### src/hdl/pdr_pkg.sv
package pdr_pkg;

    // Register indices on the plain register port
    localparam logic [3:0] PDR_REG_CTRL   = 4'h0;
    localparam logic [3:0] PDR_REG_ROUTE  = 4'h1;
    localparam logic [3:0] PDR_REG_TXEN   = 4'h2;
    localparam logic [3:0] PDR_REG_SLOT0  = 4'h3;
    localparam logic [3:0] PDR_REG_SLOT3  = 4'h6;
    localparam logic [3:0] PDR_REG_STATUS = 4'h7;
    localparam logic [3:0] PDR_REG_PLAY   = 4'h8;

    localparam logic [15:0] PDR_CTRL_RST = 16'h0000;
    localparam logic [15:0] PDR_ZERO16   = 16'h0000;
    localparam logic [31:0] PDR_ZERO32   = 32'h0000_0000;

    // Channel word size codes
    localparam logic [1:0] PDR_CW_16 = 2'h0;
    localparam logic [1:0] PDR_CW_24 = 2'h1;
    localparam logic [5:0] PDR_BITS_16 = 6'h10;
    localparam logic [5:0] PDR_BITS_24 = 6'h18;
    localparam logic [5:0] PDR_BITS_32 = 6'h20;

    // Frame geometry
    localparam logic [8:0] PDR_POS_MAX    = 9'h1FF;
    localparam logic [4:0] PDR_I2S_CHANS  = 5'h02;
    localparam logic [4:0] PDR_TDM_CHANS  = 5'h10;
    localparam int         PDR_NTYPES     = 8;
    localparam int         PDR_SLOT_BITS  = 3;

    // Output data types
    localparam int PDR_T_VOLT = 0;
    localparam int PDR_T_CURR = 1;
    localparam int PDR_T_DSP  = 2;
    localparam int PDR_T_STAT = 7;

    localparam logic [5:0] PDR_TYPE_WIDTH [PDR_NTYPES] =
        '{6'h10, 6'h10, 6'h20, 6'h10, 6'h10, 6'h10, 6'h03, 6'h10};
    localparam logic [2:0] PDR_TYPE_SLOTS [PDR_NTYPES] =
        '{3'h2, 3'h2, 3'h4, 3'h2, 3'h2, 3'h2, 3'h1, 3'h2};
    localparam logic [PDR_NTYPES-1:0] PDR_TYPE_I2S = 8'h07;

    typedef struct packed {
        logic [5:0] rsvd;
        logic [1:0] chansz;
        logic       pad_highz;
        logic       interleave;
        logic       idle_highz;
        logic       mix_sum;
        logic       tdm;
        logic       tx_en;
        logic       byp_en;
        logic       rx_en;
    } pdr_ctrl_t;

    typedef struct packed {
        logic [15:0] voltage_sense;
        logic [15:0] current_sense;
        logic [31:0] dsp_monitor;
        logic [15:0] applied_attenuation;
        logic [15:0] battery_voltage;
        logic [15:0] high_rail_voltage;
        logic [2:0]  brownout_level;
        logic [13:0] raw_events;
    } pdr_src_t;

endpackage

### src/hdl/pdr_top.sv
// The plain strobed port and the address map were chosen for this implementation.
`timescale 1ns/1ps
// Contract
// - Playback disabled feeds zero code to the amplifier path.
// - Mono mixer passes one chosen channel or sums two chosen channels.
// - Two receive channels in I2S/left-justified, up to 16 in TDM.
// - Bypass enabled routes the selected channel to the bypass output.
// - Bypass disabled drives zero code into the bypass route.
// - Serial output transmits only while transmit enable is set.
// - I2S/left-justified transmit frames carry channels 0 and 1 only.
// - TDM transmit frame holds up to 64 eight-bit slots, 0 to 63.
// - I2S/left-justified offer only voltage, current and DSP monitor data.
// - Words wider than the channel lose their trailing low bits.
// - Each data type occupies a fixed number of slots by width.
// - In I2S, slot 0 means channel 0, slot 1 channel 1.
// - Multi-slot types start at their slot and fill following slots.
// - Unassigned or disabled slots are high-impedance or zero, by setting.
// - Interleave sends voltage and current on one channel in alternate frames.
// - Interleave padding beyond 16 bits is high-impedance or zero.
// - Interleave word drops LSB, shifts right, top bit marks current.
// - Current word goes first, matching voltage word in the next frame; the phase flips every frame, and the first frame after reset carries current.
// - Status bits 15 to 8 carry brownout and thermal warning events.
// - Status bits 7 to 2 carry foldback, headroom, overcurrent, power-up.
// - Raw event rise makes its status bit high for one frame only.
module pdr_top
    import pdr_pkg::*;
(
    input  wire logic        ref_clk,
    input  wire logic        reset,
    input  wire logic        bclk,
    input  wire logic        lrclk,
    input  wire logic        serial_data_in,
    input  wire logic [3:0]  reg_addr,
    input  wire logic [15:0] reg_wdata,
    input  wire logic        reg_wr,
    input  wire logic        reg_rd,
    input  wire pdr_src_t    src,
    output logic      [15:0] reg_rdata_q,
    output logic      [31:0] playback_sample_q,
    output logic      [31:0] bypass_sample_q,
    output logic             serial_data_out_q,
    output logic             serial_data_out_oe_q
);

    pdr_ctrl_t         ctrl_q;
    logic [15:0]       route_q;
    logic [7:0]        txen_q;
    logic [15:0]       slot_reg_q [4];
    logic [2:0]        sync1_q;
    logic [2:0]        sync2_q;
    logic              bclk_prev_q;
    logic              lr_last_q;
    logic              rise;
    logic              fall;
    logic              fsync;
    logic [8:0]        pos_q;
    logic [5:0]        cbit_q;
    logic [4:0]        cidx_q;
    logic [5:0]        cw;
    logic [4:0]        chan_limit;
    logic [31:0]       shift_q;
    logic [31:0]       rx_new;
    logic [31:0]       rx_word;
    logic [31:0]       mix_a_q;
    logic [31:0]       mix_b_q;
    logic [31:0]       byp_ch_q;
    logic [31:0]       mix_total;
    logic [13:0]       raw_prev_q;
    logic [13:0]       pend_q;
    logic [13:0]       raw_rise;
    logic [15:0]       status_q;
    logic              iv_phase_q;
    logic [31:0]       words [PDR_NTYPES];
    logic [5:0]        slot [PDR_NTYPES];
    logic              ilv_on;
    logic              tx_hit;
    logic              tx_bit;
    logic              tx_pad;

    // Register writes
    always_ff @(posedge ref_clk) begin
        if (reset) begin
            ctrl_q  <= PDR_CTRL_RST;
            route_q <= PDR_ZERO16;
            txen_q  <= '0;
            for (int i = 0; i < 4; i++) begin
                slot_reg_q[i] <= PDR_ZERO16;
            end
        end else if (reg_wr) begin
            unique case (reg_addr)
                PDR_REG_CTRL:  ctrl_q  <= reg_wdata;
                PDR_REG_ROUTE: route_q <= reg_wdata;
                PDR_REG_TXEN:  txen_q  <= reg_wdata[7:0];
                default: begin
                    if (reg_addr >= PDR_REG_SLOT0 && reg_addr <= PDR_REG_SLOT3) begin
                        slot_reg_q[2'(reg_addr - PDR_REG_SLOT0)] <= reg_wdata;
                    end
                end
            endcase
        end
    end

    // Register reads, data one cycle later
    always_ff @(posedge ref_clk) begin
        if (reset) begin
            reg_rdata_q <= PDR_ZERO16;
        end else if (reg_rd) begin
            unique case (reg_addr)
                PDR_REG_CTRL:   reg_rdata_q <= ctrl_q;
                PDR_REG_ROUTE:  reg_rdata_q <= route_q;
                PDR_REG_TXEN:   reg_rdata_q <= {8'h00, txen_q};
                PDR_REG_STATUS: reg_rdata_q <= status_q;
                PDR_REG_PLAY:   reg_rdata_q <= playback_sample_q[31:16];
                default: begin
                    if (reg_addr >= PDR_REG_SLOT0 && reg_addr <= PDR_REG_SLOT3) begin
                        reg_rdata_q <= slot_reg_q[2'(reg_addr - PDR_REG_SLOT0)];
                    end else begin
                        reg_rdata_q <= PDR_ZERO16;
                    end
                end
            endcase
        end
    end

    // Pin synchronisers and edge detection
    always_ff @(posedge ref_clk) begin
        if (reset) begin
            sync1_q     <= '0;
            sync2_q     <= '0;
            bclk_prev_q <= 1'b0;
            lr_last_q   <= 1'b0;
        end else begin
            sync1_q     <= {serial_data_in, lrclk, bclk};
            sync2_q     <= sync1_q;
            bclk_prev_q <= sync2_q[0];
            if (rise) begin
                lr_last_q <= sync2_q[1];
            end
        end
    end

    assign rise  = sync2_q[0] & ~bclk_prev_q;
    assign fall  = ~sync2_q[0] & bclk_prev_q;
    assign fsync = rise & sync2_q[1] & ~lr_last_q;

    always_comb begin
        unique case (ctrl_q.chansz)
            PDR_CW_16: cw = PDR_BITS_16;
            PDR_CW_24: cw = PDR_BITS_24;
            default:   cw = PDR_BITS_32;
        endcase
        chan_limit = ctrl_q.tdm ? PDR_TDM_CHANS : PDR_I2S_CHANS;
    end

    // Frame position counters: position of the next bit period
    always_ff @(posedge ref_clk) begin
        if (reset) begin
            pos_q  <= PDR_POS_MAX;
            cbit_q <= '0;
            cidx_q <= '0;
        end else if (fsync) begin
            pos_q  <= '0;
            cbit_q <= '0;
            cidx_q <= '0;
        end else if (rise) begin
            if (pos_q != PDR_POS_MAX) begin
                pos_q <= pos_q + 9'h001;
            end
            if (cbit_q == cw - 6'h01) begin
                cbit_q <= '0;
                if (cidx_q != 5'h1F) begin
                    cidx_q <= cidx_q + 5'h01;
                end
            end else begin
                cbit_q <= cbit_q + 6'h01;
            end
        end
    end

    // Receive channel capture
    assign rx_new  = {shift_q[30:0], sync2_q[2]};
    assign rx_word = rx_new << (PDR_BITS_32 - cw);

    always_ff @(posedge ref_clk) begin
        if (reset) begin
            shift_q  <= PDR_ZERO32;
            mix_a_q  <= PDR_ZERO32;
            mix_b_q  <= PDR_ZERO32;
            byp_ch_q <= PDR_ZERO32;
        end else if (rise && !fsync) begin
            shift_q <= rx_new;
            if (cbit_q == cw - 6'h01 && cidx_q < chan_limit) begin
                if (cidx_q[3:0] == route_q[3:0]) begin
                    mix_a_q <= rx_word;
                end
                if (cidx_q[3:0] == route_q[7:4]) begin
                    mix_b_q <= rx_word;
                end
                if (cidx_q[3:0] == route_q[11:8]) begin
                    byp_ch_q <= rx_word;
                end
            end
        end
    end

    assign mix_total = mix_a_q + mix_b_q;

    // Playback and bypass sample outputs, updated at frame start
    always_ff @(posedge ref_clk) begin
        if (reset) begin
            playback_sample_q <= PDR_ZERO32;
            bypass_sample_q   <= PDR_ZERO32;
        end else if (fsync) begin
            if (!ctrl_q.rx_en) begin
                playback_sample_q <= PDR_ZERO32;
            end else begin
                playback_sample_q <= ctrl_q.mix_sum ? mix_total : mix_a_q;
            end
            bypass_sample_q <= ctrl_q.byp_en ? byp_ch_q : PDR_ZERO32;
        end
    end

    // Status events: set wins over the frame-start hand-off
    assign raw_rise = src.raw_events & ~raw_prev_q;

    always_ff @(posedge ref_clk) begin
        if (reset) begin
            raw_prev_q <= '0;
            pend_q     <= '0;
            status_q   <= PDR_ZERO16;
        end else begin
            raw_prev_q <= src.raw_events;
            if (fsync) begin
                status_q <= {pend_q, 2'b00};
                pend_q   <= raw_rise;
            end else begin
                pend_q <= pend_q | raw_rise;
            end
        end
    end

    always_ff @(posedge ref_clk) begin
        if (reset) begin
            iv_phase_q <= 1'b0;
        end else if (fsync) begin
            iv_phase_q <= ~iv_phase_q;
        end
    end

    // Transmit data table, MSB aligned
    always_comb begin
        words[0] = {src.voltage_sense, 16'h0000};
        words[1] = {src.current_sense, 16'h0000};
        words[2] = src.dsp_monitor;
        words[3] = {src.applied_attenuation, 16'h0000};
        words[4] = {src.battery_voltage, 16'h0000};
        words[5] = {src.high_rail_voltage, 16'h0000};
        words[6] = {src.brownout_level, 29'h0000_0000};
        words[7] = {status_q, 16'h0000};
        for (int t = 0; t < PDR_NTYPES; t++) begin
            slot[t] = t[0] ? slot_reg_q[t/2][13:8] : slot_reg_q[t/2][5:0];
        end
    end

    assign ilv_on = ctrl_q.interleave && txen_q[PDR_T_VOLT] && txen_q[PDR_T_CURR]
                    && slot[PDR_T_VOLT] == slot[PDR_T_CURR];

    always_comb begin
        logic [8:0]  base;
        logic [9:0]  span_end;
        logic [8:0]  idx;
        logic        hit_t;
        logic [31:0] w;
        logic [5:0]  width;
        base     = '0;
        span_end = '0;
        idx      = '0;
        hit_t    = 1'b0;
        w        = '0;
        width    = '0;
        tx_hit = 1'b0;
        tx_bit = 1'b0;
        tx_pad = 1'b0;
        for (int t = 0; t < PDR_NTYPES; t++) begin
            base     = {slot[t], 3'b000};
            span_end = {1'b0, base} + {4'h0, PDR_TYPE_SLOTS[t], 3'b000};
            w        = words[t];
            width    = PDR_TYPE_WIDTH[t];
            if (ctrl_q.tdm) begin
                hit_t = {1'b0, pos_q} < span_end && pos_q >= base;
                idx   = pos_q - base;
            end else begin
                hit_t = PDR_TYPE_I2S[t] && cidx_q < PDR_I2S_CHANS
                        && slot[t] == {1'b0, cidx_q};
                idx   = {3'b000, cbit_q};
            end
            if (ilv_on && t == PDR_T_VOLT) begin
                w     = {iv_phase_q, iv_phase_q ? src.current_sense[15:1]
                                                : src.voltage_sense[15:1],
                         16'h0000};
                width = PDR_BITS_16;
            end
            if (txen_q[t] && hit_t && !(ilv_on && t == PDR_T_CURR)) begin
                tx_hit = 1'b1;
                if (idx < {3'b000, width}) begin
                    tx_bit = w[5'(31 - idx)];
                end else begin
                    tx_pad = ilv_on && t == PDR_T_VOLT && ctrl_q.pad_highz;
                end
            end
        end
    end

    // Serial output changes on the falling bit-clock edge
    always_ff @(posedge ref_clk) begin
        if (reset) begin
            serial_data_out_q    <= 1'b0;
            serial_data_out_oe_q <= 1'b0;
        end else if (fall) begin
            if (!ctrl_q.tx_en) begin
                serial_data_out_q    <= 1'b0;
                serial_data_out_oe_q <= 1'b0;
            end else if (!tx_hit) begin
                serial_data_out_q    <= 1'b0;
                serial_data_out_oe_q <= !ctrl_q.idle_highz;
            end else begin
                serial_data_out_q    <= tx_bit;
                serial_data_out_oe_q <= !tx_pad;
            end
        end
    end
endmodule

### config.mk
export PLATFORM = sky130hd
export DESIGN_NAME = pdr_top
export DESIGN_NICKNAME = d
export VERILOG_FILES = /design/src/hdl/pdr_pkg.sv /design/src/hdl/pdr_top.sv
export SDC_FILE = /design/constraint.sdc
export NUM_CORES = 1
export LEC_CHECK = 0
export ABC_CLOCK_PERIOD_IN_PS = 4400
export BUFFER_PORTS_ARGS = -buffer_cell sky130_fd_sc_hd__clkbuf_2
export CORE_MARGIN = 10
export CORE_UTILIZATION = 50
export DETAILED_ROUTE_END_ITERATION = 10
export PLACE_DENSITY = 0.8
export SYNTH_ARGS = -nofsm -noshare
export SYNTH_HDL_FRONTEND = slang
export SYNTH_SLANG_ARGS = --single-unit
export TNS_END_PERCENT = 1
### constraint.sdc
create_clock -name ref_clk -period 4.4 [get_ports ref_clk]
set_input_delay 0.44 -clock ref_clk [delete_from_list [all_inputs] [get_ports ref_clk]]
set_output_delay 0.44 -clock ref_clk [all_outputs]
set_load 0.05 [all_outputs]
* Word level (Yosys, flattened, before mapping)
Memories as Yosys holds them, arrays and structs flattened. Cells that the tools add are included.
Storage, ports and cells: memories kept 1, memory bits (writable) 64, input port bits 156, flip-flop bits (word level) 320, word-level logic and storage cells 273
Cells by class: bitwise gates (word level) 11, shifts and indexed selects 1, multiplexer cells 100, add/sub/neg operators 31, order comparisons 36, reduce and logical (&&, ||, !) cells 46, equal/unequal tests 15
Memories:
- slot_reg_q | depth 4, bits a word 16, read ports 5, clocked after memory_dff 0, write ports 4, RTL line pdr_top.sv:48 | logic [15:0] slot_reg_q [4];
Operator list (count):
- 2-to-1 mux 32 bit | 4
- 2-to-1 mux 9 bit | 11
- < comparator 9 x 10 -> 1 bit | 8
- one-hot mux 16 bit (5 select lines) | 1
- >= comparator 9 bit | 8
- subtractor 9 bit | 8
- 2-to-1 mux 1 bit | 68
- adder 9 x 5 -> 10 bit (second input constant) | 6
- < comparator 9 x 5 -> 1 bit (second input constant) | 6
- < comparator 5 x 6 -> 1 bit (second input constant) | 8
- binary-select mux 1 bit (select 5 bit) | 8
- subtractor 5 bit (first input constant) | 8
- adder 32 bit | 1
- 2-to-1 mux 16 bit | 2
- left shift 32 x 6 -> 32 bit | 1
- logical AND 1 bit | 27
- equality test 6 x 5 -> 1 bit | 3
- OR reduction 16 bit | 1
- 2-to-1 mux 15 bit | 1
- AND 14 bit | 1
- 2-to-1 mux 14 bit | 1
- NOT 14 bit | 1
- OR 14 bit | 1
- equality test 4 bit | 3
- 36 further kinds | 53

* Longest topological paths before layout
word-level depth 24, gate-level depth with buffers 14, gate-level depth less buffers 14

* Worst setup path after synthesis
No wires, ideal clock.
path type input to register, start in reg_addr[0], end mem slot_reg_q[1][0] (enable), data arrival time 3545 ps, stages 11, setup time 334 ps, path slack 521 ps, cell sequence clkbuf_1 clkbuf_1 inv_1 ha_1 or4b_1 a21oi_1 and3b_1 nor2b_1 clkbuf_1 nor3b_1 or2_2
RTL lines:
- start, declared | RTL line pdr_top.sv:33 | input wire logic [3:0] reg_addr,
- end, declared | RTL line pdr_top.sv:48

* Final worst setup path
start reg pos_q[3], end reg serial_data_out_q
Between the ends: word-level cells in the longest chain between the ends 23, elaborated cells between the ends (all ways) 115
Ends and longest elaborated chain:
- start, declared | RTL line pdr_top.sv:56 | logic [8:0] pos_q;
- start signal, assigned | RTL line pdr_top.sv:167 | pos_q <= pos_q + 9'h001;
- subtractor 9 bit | RTL line pdr_top.sv:291 | idx = pos_q - base;
- 2-to-1 mux 9 bit | RTL line pdr_top.sv:289 | if (ctrl_q.tdm) begin
- subtractor 5 bit | RTL line pdr_top.sv:306 | tx_bit = w[5'(31 - idx)];
- binary-select mux 1 bit (select 5 bit) | RTL line pdr_top.sv:306
- 2-to-1 mux 1 bit (not written as such) | RTL line pdr_top.sv:306
- 2-to-1 mux 1 bit | RTL line pdr_top.sv:305 | if (idx < {3'b000, width}) begin
- 2-to-1 mux 1 bit | RTL line pdr_top.sv:303 | if (txen_q[t] && hit_t && !(ilv_on && t == PDR_T_CURR)) begin
- 2-to-1 mux 1 bit | RTL line pdr_top.sv:305
- [7 not listed]
- 2-to-1 mux 1 bit | RTL line pdr_top.sv:305
- 2-to-1 mux 1 bit | RTL line pdr_top.sv:303
- 2-to-1 mux 1 bit | RTL line pdr_top.sv:305
- 2-to-1 mux 1 bit | RTL line pdr_top.sv:303
- 2-to-1 mux 1 bit | RTL line pdr_top.sv:305
- 2-to-1 mux 1 bit | RTL line pdr_top.sv:303
- 2-to-1 mux 1 bit (*) | RTL line pdr_top.sv:323 | end else if (!tx_hit) begin
- 2-to-1 mux 1 bit (*) | RTL line pdr_top.sv:320 | if (!ctrl_q.tx_en) begin
- end signal, assigned | RTL line pdr_top.sv:327 | serial_data_out_q <= tx_bit;
- end, declared | RTL line pdr_top.sv:41 | output logic serial_data_out_q,
Every way passes the cells marked *; elsewhere a longest branch is shown, timed or not. The select of a mux whose other input is x is not followed. A chain may end at the register's enable or synchronous reset.

==> run_results.csv <==
group,metric,value,unit
floorplanning,die_height,229,um
clocking,post-cts-setup-buffers,0,
finish,final_cells,3307,
route,ant_nets,0,
logic_synthesis,seq_area_frac_synth,38.1,%
timing,worst_slew_pin_slew,1.17,ns
timing,rsz0062_at_grt,"no",
finish,nets,2991,
logic_synthesis,syn_avg_cell_area,8.68,sq um
route,drtPass1Iterations,8,
logic_synthesis,ys_async_sr_fraction,0,%
min_path,hold_path.class,"input port to flip-flop",
logic_synthesis,yosys.area.top_type,"dfxtp_1",
timing,tns,0,ns
clocking,root_buffer,"clkbuf_16",
clocking,postCtsResizedCells,0,
clocking,cts_made_buffers,40,
power_and_ir_drop,power_density,344,mW/mm^2
finish,fillers,3781,
global_routing,gr-total-overflow,0,
power_and_ir_drop,peakVddDrop,0.277,mV
logic_synthesis,synth_cell_type_count,83,
timing,fin_crit,3.49,ns
floorplanning,fp.dieW,229,um
logic_synthesis,yosysWarnings,0,
logic_synthesis,yosysMostFrequentCell,"nand2_1",
logic_synthesis,synth_cells,2515,
floorplanning,fp.coreArea,0.0432,sq mm
placement,portBuffers,237,
route,totalWireLength,71.1,mm
logic_synthesis,syn_area,0.0218,sq mm
worst_setup_path,critPathKind,"flip-flop to flip-flop",
logic_synthesis,synth_top_area_share,29.3,%
clocking,clk_latency,0.55,ns
route,viasPerCell,6.10,
timing,min_period_over_period,79.2,%
timing,final_max_slew_viol_count,0,
logic_synthesis,ys_ff_latch,384,
finish,syn2layout_area_growth,14.1,%
logic_synthesis,synth-edff-count,64,
floorplanning,dieArea,0.0524,sq mm
clocking,cts_sinks,384,
clocking,h-tree-depth,2,
power_and_ir_drop,p_leak,9.89,nW
floorplanning,start_util,50.6,%
route,drc,0,
global_routing,grt.total_usage,25.8,%
status,status,"finished clean",
global_routing,antenna_found_initial,2,
worst_setup_path,cp-end-kind,"flip-flop",
global_routing,grt_pass1_wl,110,mm
global_routing,grt_start_max_net_pins,113,
logic_synthesis,ys_top_cells_by_area,"dfxtp_1, edfxtp_1, ha_1, nand2_1, a21oi_1",
placement,placed_cells,3231,
clocking,cts_tree,"done",
global_routing,grt_pass1_vias,19500,
flow_run,drv_cap,0,
floorplanning,rows,76,
timing,finClkSkew,0.0271,ns
route,drtIter0Drc,2103,
worst_setup_path,arrival,3.93,ns
worst_setup_path,critPathRequiredTime,4.84,ns
timing,max_freq,0.287,GHz
timing,whs,0.105,ns
worst_setup_path,startpoint_type,"flip-flop",
timing,final_hold_viol_count,0,
route,vias,20200,
clocking,clk_pin_slew,0.07,ns
logic_synthesis,synthesis.nets,2818,
finish,drive_gt1_share,15.1,%
placement,hpwlAfterDp,53.2,mm
logic_synthesis,ys_dominant_reg_cell,"dfxtp_1",
floorplanning,io_pins,238,
worst_setup_path,critPathMaxFanout,9,
clocking,hold_buffers,0,
logic_synthesis,synth_top_cells_by_count,"nand2_1, dfxtp_1, a21oi_1",
timing,slew_headroom,22.0,%
timing,setup_viol,0,
route,wl_per_cell,21.5,um
placement,gp_congestion,0.986,
clocking,cts_max_path_buffers,3,
power_and_ir_drop,p_total,8.56,mW
[final cells by class]
type,instances,area [sq um],area share [%]
Multi-Input combinational cell,1889,12600,50.5
Sequential cell,384,8330,33.4
Timing Repair Buffer,274,1480,5.95
Clock buffer,50,1120,4.49
Tap cell,585,732,2.94
Inverter,99,372,1.49
Clock inverter,24,299,1.20
Antenna cell,2,5.00,0.0201
[placed cells by master, fill, tap and decap left out, drive strengths merged, types with 9 or more instances in the layout]
| cell type | instances |
|---|---|
| a22oi | 31 |
| a211oi | 47 |
| o22ai | 12 |
| nor3 | 29 |
| a21o | 38 |
| mux2i | 44 |
| a222oi | 15 |
| buf | 38 |
| inv | 102 |
| xnor2 | 52 |
| o211ai | 9 |
| a31oi | 12 |
| nor4 | 12 |
| nand3 | 78 |
| edfxtp | 64 |
| ha | 138 |
| nor2 | 118 |
| o21ai | 104 |
| nor2b | 44 |
| xor2 | 43 |
| nand2b | 16 |
| o21a | 20 |
| and3 | 18 |
| a22o | 48 |
| and2 | 79 |
| mux4 | 41 |
| or3 | 9 |
| dfxtp | 320 |
| fa | 9 |
| clkbuf | 286 |
| nand2 | 446 |
| a21oi | 241 |
| nand4 | 24 |
[metrics by stage]
stage          instance area [sq um]  util [%]  worst slack, ns
2_1_floorplan                  21800         -            0.521
3_3_place_gp                   23500      54.4            0.960
3_5_place_dp                   23500      54.4            0.901
4_1_cts                        24900      57.7            0.903
5_1_grt                        24900      57.7            0.540
6_report                       24900      57.7            0.914
[cell families after synthesis]
family	share of synthesized area, %
buffers and inverters	4.39
multiplexers	6.57
XOR/XNOR	3.81
AO/OA/AOI/OAI	19.3
AND/OR/NAND/NOR	19.1
flip-flops	38.1
adder cells (fa/ha/maj)	8.73
[metal layers]
metal	global-route usage, %	vias to the layer above	wire length, um
met5	0	-	9
met4	11.3	2	3260
met3	4.98	205	6390
met2	42.1	986	32400
met1	32.8	9628	29000
li1	-	9343	-
[worst max-delay path: stages (launching register included)]
cell and delay, ns:
dfxtp_1 0.40, inv_1 0.24, ha_1 0.43, a21oi_2 0.48
mux4_2 0.40, nor2_1 0.12, a211oi_1 0.06, o41ai_1 0.60
o41a_1 0.29, o211ai_2 0.10, a31oi_1 0.17, a21oi_1 0.08
[registers in the layout (all words and copies together) (netlist names), 3 cells and up]
name	cells
shift_q	31
bypass_sample_q	32
status_q	14
playback_sample_q	32
mix_b_q	32
pos_q	9
sync1_q	3
route_q	16
reg_rdata_q	16
sync2_q	3
byp_ch_q	32
mix_a_q	32
raw_prev_q	14
cidx_q	5
cbit_q	6
slot_reg_q	64
ctrl_q	16
pend_q	14
txen_q	8
[power by group]
group	leakage, nW	total (mW)	switching [mW]	internal [mW]
sequential	3.20	3.77	0.113	3.65
clock	0.681	3.64	1.47	2.17
combinational	6.00	1.16	0.670	0.486
total	9.89	8.56	2.25	6.31
[worst paths after layout]
| check | startpoint | to | slack [ns] | depth (start not counted) |
|---|---|---|---|---|
| setup / recovery | pos_q[3]$_SDFFE_PP1P_ | serial_data_out_q$_SDFFE_PP0P_ | 0.91 | 11 |
| hold / removal | serial_data_in | sync1_q[2]$_SDFF_PP0_ | 0.10 | 2 |
| setup reg to reg | pos_q[3]$_SDFFE_PP1P_ | serial_data_out_q$_SDFFE_PP0P_ | 0.91 | 11 |
| hold reg to reg | sync1_q[0]$_SDFF_PP0_ | sync2_q[0]$_SDFF_PP0_ | 0.44 | 1 |
(Power assumes the default switching activity.)
